$ cat config.mk
export PLATFORM = sky130hd
export DESIGN_NAME = frtc_timer
export DESIGN_NICKNAME = d
export VERILOG_FILES = /design/src/rtl/frtc_pkg.sv /design/src/rtl/frtc_timer.sv
export VERILOG_INCLUDE_DIRS = /design/src /design/src/rtl
export SDC_FILE = /design/constraint.sdc
export NUM_CORES = 1
export LEC_CHECK = 0
export ABC_AREA = 1
export BUFFER_PORTS_ARGS = -buffer_cell sky130_fd_sc_hd__buf_2
export CORE_UTILIZATION = 52
export CTS_BUF_LIST = sky130_fd_sc_hd__clkbuf_8
export DETAILED_ROUTE_END_ITERATION = 6
export GPL_ROUTABILITY_DRIVEN = 0
export PLACE_DENSITY = 0.84
export SETUP_SLACK_MARGIN = 0.3
export SYNTH_ARGS = -nofsm -noshare
export SYNTH_HDL_FRONTEND = slang
export SYNTH_SLANG_ARGS = --single-unit
$ cat constraint.sdc
create_clock -name clk -period 1.95 [get_ports clk]
set_input_delay 0.39 -clock clk [delete_from_list [all_inputs] [get_ports clk]]
set_output_delay 0.39 -clock clk [all_outputs]
set_load 0.03 [all_outputs]
$ cat src/rtl/frtc_cfg.svh
// Register offsets, field positions and timing constants of the timer counter
`ifndef FRTC_CFG_SVH
`define FRTC_CFG_SVH
`define FRTC_ADDR_W        4
`define FRTC_OFF_CNT_HI    4'h0
`define FRTC_OFF_CNT_LO    4'h1
`define FRTC_OFF_ALT_HI    4'h2
`define FRTC_OFF_ALT_LO    4'h3
`define FRTC_OFF_STATUS    4'h4
`define FRTC_OFF_CTRL_ONE  4'h5
`define FRTC_OFF_CTRL_TWO  4'h6
`define FRTC_CNT_RESET     16'hFFFC
`define FRTC_CNT_MAX       16'hFFFF
`define FRTC_CNT_ZERO      16'h0000
`define FRTC_ST_OVF_BIT    5
`define FRTC_C1_OVIE_BIT   5
`define FRTC_C2_EDGE_BIT   0
`define FRTC_C2_CC_LSB     2
`define FRTC_DIV_W         3
`define FRTC_EXT_MIN_GAP   3'h4
`endif

$ cat src/rtl/frtc_pkg.sv
// Types shared by the timer counter
package frtc_pkg;
    typedef enum logic [1:0] {
        FRTC_CLK_DIV2,
        FRTC_CLK_DIV4,
        FRTC_CLK_DIV8,
        FRTC_CLK_EXT
    } frtc_clk_sel_t;

    typedef struct packed {
        logic [3:0] addr;
        logic [7:0] wdata;
        logic       wr;
        logic       rd;
    } frtc_bus_req_t;

    typedef struct packed {
        logic       overflow_irq;
        logic       overflow_flag;
        logic [15:0] count;
    } frtc_status_t;
endpackage : frtc_pkg

$ cat src/rtl/frtc_timer.sv
// Free-running 16-bit timer counter with buffered reads and overflow flag
`timescale 1ns/1ps
`default_nettype none
`include "frtc_cfg.svh"

// Overview of operation
// - Sixteen-bit counter advances once per timer tick, split in two bytes.
// - Tick is CPU clock over 2, 4, 8, or the external clock.
// - Counter resets to FFFC; that is its only reload value.
// - Writing either low byte reloads FFFC.
// - Main and alternate views read the same count.
// - High byte read latches low byte; next low read returns it.
// - Latched low byte frozen across repeated high reads until low read.
// - Low read outside a sequence returns the live low byte.
// - Overflow flag sets on wrap from FFFF to 0000.
// - Interrupt asserted when flag, enable set and global mask clear.
// - Flag clears after status read with flag set then main low access.
// - Alternate low byte accesses never clear the flag.
// - Wait state leaves the counter running.
// - Halt freezes the counter; interrupt wake resumes, reset restarts.
// - Unbonded timer input reads as one.
// - Two instances share nothing and stay in step after reset.
// - Both clock-select bits one pick external clock; edge bit chooses edge.
// - External edges synchronised; four CPU edges between active edges.
module frtc_timer #(
    parameter int  CNT_W       = 16,
    parameter bit  EXT_BONDED  = 1'b1
) (
    input  wire logic                  clk,
    input  wire logic                  rst,
    input  wire frtc_pkg::frtc_bus_req_t bus_req,
    output logic [7:0]                 rdata,
    input  wire logic                  cpu_halt,
    input  wire logic                  cpu_wait,
    input  wire logic                  global_irq_mask,
    input  wire logic                  ext_timer_clock_pin,
    output frtc_pkg::frtc_status_t     status
);

    // ------------------------------------------------------------
    // Control registers and clock select
    // ------------------------------------------------------------
    logic [7:0] timer_ctrl_one_reg;
    logic [7:0] timer_ctrl_two_reg;
    logic       overflow_irq_enable;
    logic       ext_clock_edge_select;
    frtc_pkg::frtc_clk_sel_t timer_clock_select;

    assign overflow_irq_enable   = timer_ctrl_one_reg[`FRTC_C1_OVIE_BIT];
    assign ext_clock_edge_select = timer_ctrl_two_reg[`FRTC_C2_EDGE_BIT];
    assign timer_clock_select    = frtc_pkg::frtc_clk_sel_t'(
        timer_ctrl_two_reg[`FRTC_C2_CC_LSB +: 2]);

    logic wr_hit_c1;
    logic wr_hit_c2;
    logic wr_cnt_lo;
    logic wr_alt_lo;
    logic rd_cnt_hi;
    logic rd_cnt_lo;
    logic rd_alt_hi;
    logic rd_alt_lo;
    logic rd_status;

    assign wr_hit_c1 = bus_req.wr && bus_req.addr == `FRTC_OFF_CTRL_ONE;
    assign wr_hit_c2 = bus_req.wr && bus_req.addr == `FRTC_OFF_CTRL_TWO;
    assign wr_cnt_lo = bus_req.wr && bus_req.addr == `FRTC_OFF_CNT_LO;
    assign wr_alt_lo = bus_req.wr && bus_req.addr == `FRTC_OFF_ALT_LO;
    assign rd_cnt_hi = bus_req.rd && bus_req.addr == `FRTC_OFF_CNT_HI;
    assign rd_cnt_lo = bus_req.rd && bus_req.addr == `FRTC_OFF_CNT_LO;
    assign rd_alt_hi = bus_req.rd && bus_req.addr == `FRTC_OFF_ALT_HI;
    assign rd_alt_lo = bus_req.rd && bus_req.addr == `FRTC_OFF_ALT_LO;
    assign rd_status = bus_req.rd && bus_req.addr == `FRTC_OFF_STATUS;

    always_ff @(posedge clk or posedge rst) begin
        if (rst) begin
            timer_ctrl_one_reg <= 8'h00;
        end else if (wr_hit_c1) begin
            timer_ctrl_one_reg <= bus_req.wdata;
        end
    end

    always_ff @(posedge clk or posedge rst) begin
        if (rst) begin
            timer_ctrl_two_reg <= 8'h00;
        end else if (wr_hit_c2) begin
            timer_ctrl_two_reg <= bus_req.wdata;
        end
    end

    // ------------------------------------------------------------
    // External clock synchroniser and edge detect
    // ------------------------------------------------------------
    logic ext_pin_seen;
    logic ext_sync1_reg;
    logic ext_sync2_reg;
    logic ext_prev_reg;
    logic ext_edge;

    assign ext_pin_seen = EXT_BONDED ? ext_timer_clock_pin : 1'b1;

    always_ff @(posedge clk or posedge rst) begin
        if (rst) begin
            ext_sync1_reg <= 1'b1;
            ext_sync2_reg <= 1'b1;
            ext_prev_reg  <= 1'b1;
        end else begin
            ext_sync1_reg <= ext_pin_seen;
            ext_sync2_reg <= ext_sync1_reg;
            ext_prev_reg  <= ext_sync2_reg;
        end
    end

    // Edge select one means rising, zero falling
    assign ext_edge = ext_clock_edge_select ?
        (ext_sync2_reg && !ext_prev_reg) :
        (!ext_sync2_reg && ext_prev_reg);

    // ------------------------------------------------------------
    // Prescaler and tick
    // ------------------------------------------------------------
    logic [`FRTC_DIV_W-1:0] div_reg;
    logic                   tick;
    logic                   run;

    assign run = !cpu_halt;

    always_ff @(posedge clk or posedge rst) begin
        if (rst) begin
            div_reg <= '0;
        end else if (run) begin
            div_reg <= div_reg + 3'h1;
        end
    end

    always_comb begin
        case (timer_clock_select)
            frtc_pkg::FRTC_CLK_DIV2: tick = run && div_reg[0];
            frtc_pkg::FRTC_CLK_DIV4: tick = run && &div_reg[1:0];
            frtc_pkg::FRTC_CLK_DIV8: tick = run && &div_reg;
            frtc_pkg::FRTC_CLK_EXT:  tick = run && ext_edge;
            default:                 tick = 1'b0;
        endcase
    end

    // ------------------------------------------------------------
    // Counter
    // ------------------------------------------------------------
    logic [CNT_W-1:0] count_reg;
    logic             wrap;

    assign wrap = tick && count_reg == `FRTC_CNT_MAX;

    always_ff @(posedge clk or posedge rst) begin
        if (rst) begin
            count_reg <= `FRTC_CNT_RESET;
        end else if (wr_cnt_lo || wr_alt_lo) begin
            count_reg <= `FRTC_CNT_RESET;
        end else if (tick) begin
            count_reg <= count_reg + 16'h0001;
        end
    end

    // ------------------------------------------------------------
    // Buffered low byte for high-first reads
    // ------------------------------------------------------------
    logic [7:0] lo_buf_reg;
    logic       lo_held_reg;

    always_ff @(posedge clk or posedge rst) begin
        if (rst) begin
            lo_held_reg <= 1'b0;
            lo_buf_reg  <= 8'h00;
        end else if (rd_cnt_lo || rd_alt_lo) begin
            lo_held_reg <= 1'b0;
        end else if ((rd_cnt_hi || rd_alt_hi) && !lo_held_reg) begin
            lo_held_reg <= 1'b1;
            lo_buf_reg  <= count_reg[7:0];
        end
    end

    // ------------------------------------------------------------
    // Overflow flag with two-step clear
    // ------------------------------------------------------------
    logic overflow_flag_reg;
    logic clr_armed_reg;
    logic main_lo_access;

    assign main_lo_access = rd_cnt_lo || wr_cnt_lo;

    always_ff @(posedge clk or posedge rst) begin
        if (rst) begin
            clr_armed_reg <= 1'b0;
        end else if (rd_status && overflow_flag_reg) begin
            clr_armed_reg <= 1'b1;
        end else if (main_lo_access || !overflow_flag_reg) begin
            clr_armed_reg <= 1'b0;
        end
    end

    always_ff @(posedge clk or posedge rst) begin
        if (rst) begin
            overflow_flag_reg <= 1'b0;
        end else if (wrap) begin
            overflow_flag_reg <= 1'b1;
        end else if (clr_armed_reg && main_lo_access) begin
            overflow_flag_reg <= 1'b0;
        end
    end

    // ------------------------------------------------------------
    // Read data and status outputs
    // ------------------------------------------------------------
    always_ff @(posedge clk or posedge rst) begin
        if (rst) begin
            rdata <= 8'h00;
        end else if (bus_req.rd) begin
            case (bus_req.addr)
                `FRTC_OFF_CNT_HI,
                `FRTC_OFF_ALT_HI:   rdata <= count_reg[15:8];
                `FRTC_OFF_CNT_LO,
                `FRTC_OFF_ALT_LO:   rdata <= lo_held_reg ? lo_buf_reg
                                              : count_reg[7:0];
                `FRTC_OFF_STATUS:   rdata <= {2'b00, overflow_flag_reg,
                                              5'b00000};
                `FRTC_OFF_CTRL_ONE: rdata <= timer_ctrl_one_reg;
                `FRTC_OFF_CTRL_TWO: rdata <= timer_ctrl_two_reg;
                default:            rdata <= 8'h00;
            endcase
        end else begin
            rdata <= 8'h00;
        end
    end

    logic irq_reg;

    always_ff @(posedge clk or posedge rst) begin
        if (rst) begin
            irq_reg <= 1'b0;
        end else begin
            irq_reg <= overflow_flag_reg && overflow_irq_enable
                       && !global_irq_mask;
        end
    end

    assign status.overflow_irq  = irq_reg;
    assign status.overflow_flag = overflow_flag_reg;
    assign status.count         = count_reg;

    // ------------------------------------------------------------
    // Assertions
    // ------------------------------------------------------------
    AST_RESET_LOAD: assert property (@(posedge clk) disable iff (rst)
        (wr_cnt_lo || wr_alt_lo) |=> count_reg == `FRTC_CNT_RESET)
        else $error("low byte write did not reload counter");

    AST_COUNT_STEP: assert property (@(posedge clk) disable iff (rst)
        (tick && !wr_cnt_lo && !wr_alt_lo)
        |=> count_reg == $past(count_reg) + 16'h0001)
        else $error("counter did not advance on tick");

    AST_HOLD_HALT: assert property (@(posedge clk) disable iff (rst)
        (cpu_halt && !wr_cnt_lo && !wr_alt_lo) |=> $stable(count_reg))
        else $error("counter moved while halted");

    AST_DIV2_RATE: assert property (@(posedge clk) disable iff (rst)
        (timer_clock_select == frtc_pkg::FRTC_CLK_DIV2 && tick && !cpu_halt
         && !wr_hit_c2) |=> !tick)
        else $error("divide by two ticked twice in a row");

    AST_OVF_SET: assert property (@(posedge clk) disable iff (rst)
        wrap |=> overflow_flag_reg && count_reg == `FRTC_CNT_ZERO)
        else $error("overflow flag not set on wrap");

    AST_ALT_NO_CLR: assert property (@(posedge clk) disable iff (rst)
        (overflow_flag_reg && (rd_alt_lo || wr_alt_lo)) |=> overflow_flag_reg)
        else $error("alternate access cleared overflow flag");

    AST_TWO_STEP: assert property (@(posedge clk) disable iff (rst)
        (overflow_flag_reg && !clr_armed_reg) |=> overflow_flag_reg)
        else $error("overflow flag cleared without status read");

    AST_LO_BUF: assert property (@(posedge clk) disable iff (rst)
        (rd_cnt_hi && !lo_held_reg) ##1 (rd_cnt_lo && !rd_cnt_hi)
        |=> rdata == $past(count_reg[7:0], 2))
        else $error("buffered low byte mismatch");

    AST_IRQ: assert property (@(posedge clk) disable iff (rst)
        (overflow_flag_reg && overflow_irq_enable && !global_irq_mask)
        |=> irq_reg)
        else $error("interrupt not raised");

    AST_WAIT_RUN: assert property (@(posedge clk) disable iff (rst)
        (cpu_wait && !cpu_halt) |=> div_reg == $past(div_reg) + 3'h1)
        else $error("prescaler stopped in wait state");

    AST_HALT_DIV: assert property (@(posedge clk) disable iff (rst)
        cpu_halt |=> $stable(div_reg))
        else $error("prescaler moved while halted");

    AST_HALT_NO_TICK: assert property (@(posedge clk) disable iff (rst)
        cpu_halt |-> !tick)
        else $error("tick while halted");

    AST_DIV4_GAP: assert property (@(posedge clk) disable iff (rst)
        (timer_clock_select == frtc_pkg::FRTC_CLK_DIV4 && tick && !wr_hit_c2)
        |=> !tick)
        else $error("divide by four ticked twice in a row");

    AST_DIV8_GAP: assert property (@(posedge clk) disable iff (rst)
        (timer_clock_select == frtc_pkg::FRTC_CLK_DIV8 && tick && !wr_hit_c2)
        |=> !tick)
        else $error("divide by eight ticked twice in a row");

    AST_EXT_GAP: assert property (@(posedge clk) disable iff (rst)
        (timer_clock_select == frtc_pkg::FRTC_CLK_EXT && tick && !wr_hit_c2)
        |=> !tick)
        else $error("external edge counted twice");

    AST_OVF_ONLY_WRAP: assert property (@(posedge clk) disable iff (rst)
        (!overflow_flag_reg && !wrap) |=> !overflow_flag_reg)
        else $error("overflow flag set without wrap");

    AST_OVF_CLR: assert property (@(posedge clk) disable iff (rst)
        (clr_armed_reg && main_lo_access && !wrap) |=> !overflow_flag_reg)
        else $error("overflow flag not cleared by second step");

    AST_ARM_NEEDS_FLAG: assert property (@(posedge clk) disable iff (rst)
        $rose(clr_armed_reg) |-> $past(rd_status) && $past(overflow_flag_reg))
        else $error("clear armed without status read of set flag");

    AST_LO_HOLD: assert property (@(posedge clk) disable iff (rst)
        (lo_held_reg && !rd_cnt_lo && !rd_alt_lo)
        |=> lo_held_reg && $stable(lo_buf_reg))
        else $error("latched low byte changed before low read");

    AST_LO_LIVE: assert property (@(posedge clk) disable iff (rst)
        ((rd_cnt_lo || rd_alt_lo) && !lo_held_reg)
        |=> rdata == $past(count_reg[7:0]))
        else $error("low read outside sequence not live");

    AST_LO_HELD: assert property (@(posedge clk) disable iff (rst)
        ((rd_cnt_lo || rd_alt_lo) && lo_held_reg)
        |=> rdata == $past(lo_buf_reg))
        else $error("low read in sequence not buffered");

    AST_VIEW_SAME: assert property (@(posedge clk) disable iff (rst)
        (rd_cnt_hi || rd_alt_hi) |=> rdata == $past(count_reg[15:8]))
        else $error("high byte read mismatch");

    AST_IRQ_LOW: assert property (@(posedge clk) disable iff (rst)
        !(overflow_flag_reg && overflow_irq_enable && !global_irq_mask)
        |=> !irq_reg)
        else $error("interrupt raised without cause");

    AST_RDATA_IDLE: assert property (@(posedge clk) disable iff (rst)
        !bus_req.rd |=> rdata == 8'h00)
        else $error("read data not zero after idle cycle");

    AST_CNT_ONLY_TICK: assert property (@(posedge clk) disable iff (rst)
        (!tick && !wr_cnt_lo && !wr_alt_lo) |=> $stable(count_reg))
        else $error("counter moved without tick");

    AST_CTRL_TWO_WR: assert property (@(posedge clk) disable iff (rst)
        wr_hit_c2 |=> timer_ctrl_two_reg == $past(bus_req.wdata))
        else $error("control two write lost");

    AST_ONLY_RELOAD: assert property (@(posedge clk) disable iff (rst)
        (count_reg != $past(count_reg)
         && count_reg != $past(count_reg) + 16'h0001)
        |-> count_reg == `FRTC_CNT_RESET)
        else $error("counter loaded a value other than reset");

endmodule : frtc_timer
`default_nettype wire

==> results.json <==
{
  "route.detailed.wl_per_inst_um": 13.1,
  "cts.reportedPaths.clkPinSlew_ps": 70,
  "timing.critical_path.slowest_stage_cell": "dfrtp_1",
  "crit_path_max_incr_delay_ps": 410,
  "max_cap_violations": 0,
  "first_iter_violations": 311,
  "vias": 2807,
  "dr.pass1.iters": 5,
  "finish.utilization_pct": 62.2,
  "grt_pass1_wl_um": 11600,
  "finalWirelength_um": 6870,
  "ys_ff_latch": 58,
  "outcome": "completed",
  "number_of_top_level_pins": 46,
  "total_negative_slack_for_setup_checks_ps": 0,
  "crit_family": "flip-flops",
  "power.total_mw": 4.93,
  "synth.distinct_cells": 32,
  "grt_setup_unrepaired": "false",
  "dp_hpwl_um": 4760,
  "cellLeakagePower_nw": 1.82,
  "maximum_number_of_pins_on_one_net_before_global_route_repair": 59,
  "io_buffer_count": 44,
  "timing.critical_path.fanout_max": 5,
  "largest_register_ffs": 16,
  "final_nets": 469,
  "critical_path_at_ps": 1800,
  "fin_crit_sh_pct": 80.2,
  "critical-path-top-cell-by-count": "nand2_1",
  "avgViaCountPerCell": 5.35,
  "cts_tree": "yes",
  "timing_max_transition_violations_final": 0,
  "synth_area_per_cell_um2": 7.95,
  "drive_gt1_share_pct": 25.6,
  "num_rows": 28,
  "setup.worst_path.start_class": "register",
  "die_width_um": 80.1,
  "syn_area_um2": 3170,
  "grt-ovfl-total": 0,
  "starting_density_of_the_core_pct": 53.9,
  "cp-end-kind": "register",
  "dieArea_um2": 6410,
  "cts_inserted_buffers": 9,
  "postSynthCellCount": 399,
  "cts_sinks": 58,
  "worst-path-buf-inv": 1,
  "antennaDiodeCount": 0,
  "finalWorstPathRequiredPeriod_ps": 1560,
  "cts_max_path_buffers": 2,
  "h-tree-depth": 3,
  "drt_drc_violations_left": 0,
  "worst_hold_slack_ps": 105,
  "power_per_cell_area_nw_per_um2": 1350,
  "hold_violations": 0,
  "max_slew.worst_pin.slew_ps": 448,
  "via_count_of_the_first_global_routing_pass": 2533,
  "hold_buffers": 0,
  "critical_path.cell_chain": "ha_2 -> ha_1 -> a21oi_1 -> nand2_1 -> nand2_4 -> buf_4 -> nand2_1 -> nand2_1 -> nor2_1",
  "ctsRootBufferMaster": "clkbuf_8",
  "global_route_usage_over_all_layers_pct": 24.0,
  "max_freq_ghz": 0.640,
  "vdd_drop_max_mv": 0.647,
  "placeableCoreArea_um2": 5890,
  "final.setup_skew_ps": 7.52,
  "final_count_of_negative_setup_slack_endpoints": 0,
  "final_antenna_net_count": 0,
  "yosys_warnings": 0,
  "syn_to_final_growth_pct": 15.5,
  "die_y_um": 80.1,
  "grt_antenna_before_repair": 0,
  "crit_required_ps": 2190,
  "hold_class": "in -> async",
  "sequential_share_of_the_synthesized_area_pct": 46.4,
  "max-slew-margin-rel_pct": 70.1,
  "worstSetupPathType": "reg -> reg",
  "clock_latency_ps": 340,
  "synthesis.nets": 422
}
cell type report:
| cell class | count | area, um2 |
|---|---|---|
| Clock inverter | 4 | 67.6 |
| Sequential cell | 58 | 1470 |
| Clock buffer | 11 | 151 |
| Fill cell | 510 | 2220 |
| Inverter | 46 | 184 |
| Timing Repair Buffer | 49 | 278 |
| Tap cell | 75 | 93.8 |
| Multi-Input combinational cell | 282 | 1420 |
Yosys cell counts, drive strengths merged:
cell,number,area share (%)
inv,45,5.6
nor2,35,5.6
nor3,3,0.47
mux2,2,0.71
nand3,41,7.0
nand3b,1,0.24
o21ai,46,8.2
dfrtp,41,32
o211ai,1,0.24
xnor2,2,0.55
buf,13,3.8
nand2,129,17
a21oi,13,2.1
clkinv,1,0.12
ha,3,1.2
nand4,5,0.99
o22ai,1,0.20
dfstp,17,14
metrics by stage:
stage,area [um2],setup slack [ps],std cells
6_report,3660,386,525
5_1_grt,3660,299,525
4_1_cts,3630,359,524
3_5_place_dp,3400,252,507
3_3_place_gp,3400,321,507
2_1_floorplan,3170,470,399
worst paths after layout:
check,startpoint,to,slack (ps),cells past startpoint
min reg2reg,ext_sync1_reg,ext_sync2_reg,360,0
max in group asynchronous,rst,count_reg[9],1530,3
min,rst,lo_buf_reg[0],100,3
max,div_reg[0],count_reg[0],390,9
min in group clk,ext_timer_clock_pin,ext_sync1_reg,150,1
max reg2reg,div_reg[0],count_reg[0],390,9
worst reg2reg max path: stages (launching register included):
cell and delay (ps):
dfrtp_1 410, ha_2 210, ha_1 180, a21oi_1 150, nand2_1 100, nand2_4 130
buf_4 130, nand2_1 40, nand2_1 60, nor2_1 40
metal layers:
metal	track usage [%]	routed length [um]	vias to the layer above	share of wire, %
met5	0	0	-	0
li1	-	-	1376	-
met2	38.7	3280	140	48
met3	4.77	584	15	8.5
met1	31.1	2860	1276	42
met4	10.9	142	0	2.1
logic make-up (layout without fill, tap and decap cells):
logic type	after synthesis	in the layout	share of synthesized area (%)
AO/OA/AOI/OAI	61	61	10.7
XOR/XNOR	2	2	0.553
adder cells (fa/ha/maj)	3	3	1.18
buffers and inverters	59	110	9.47
flip-flops	58	58	46.4
multiplexers	2	2	0.710
AND/OR/NAND/NOR	214	214	30.9
what timing repair did:
action | 4_1_cts | 5_1_grt
setup endpoints to repair | 16 | 15
setup buffers | 2 | 1
hold endpoints to repair | 0 | 0
gates resized for setup | 1 | 5
power breakdown:
group / switching, mW / internal [mW] / leakage (nW) / total [mW]
registers: 0.362 / 1.65 / 0.704 / 2.01
clock network: 0.474 / 0.773 / 0.118 / 1.25
logic: 1.09 / 0.585 / 0.995 / 1.68
placed cells by master, fill, tap and decap left out, types with 13 or more instances in the layout:
master and instances:
nand3_1 39, dfrtp_1 41, dfstp_2 17, o21ai_0 25, nand2_1 120, inv_1 41, buf_2 44, a21oi_1 13
nor2_1 27, o21ai_1 13
No activity file was read; power rests on OpenSTA's default activity.
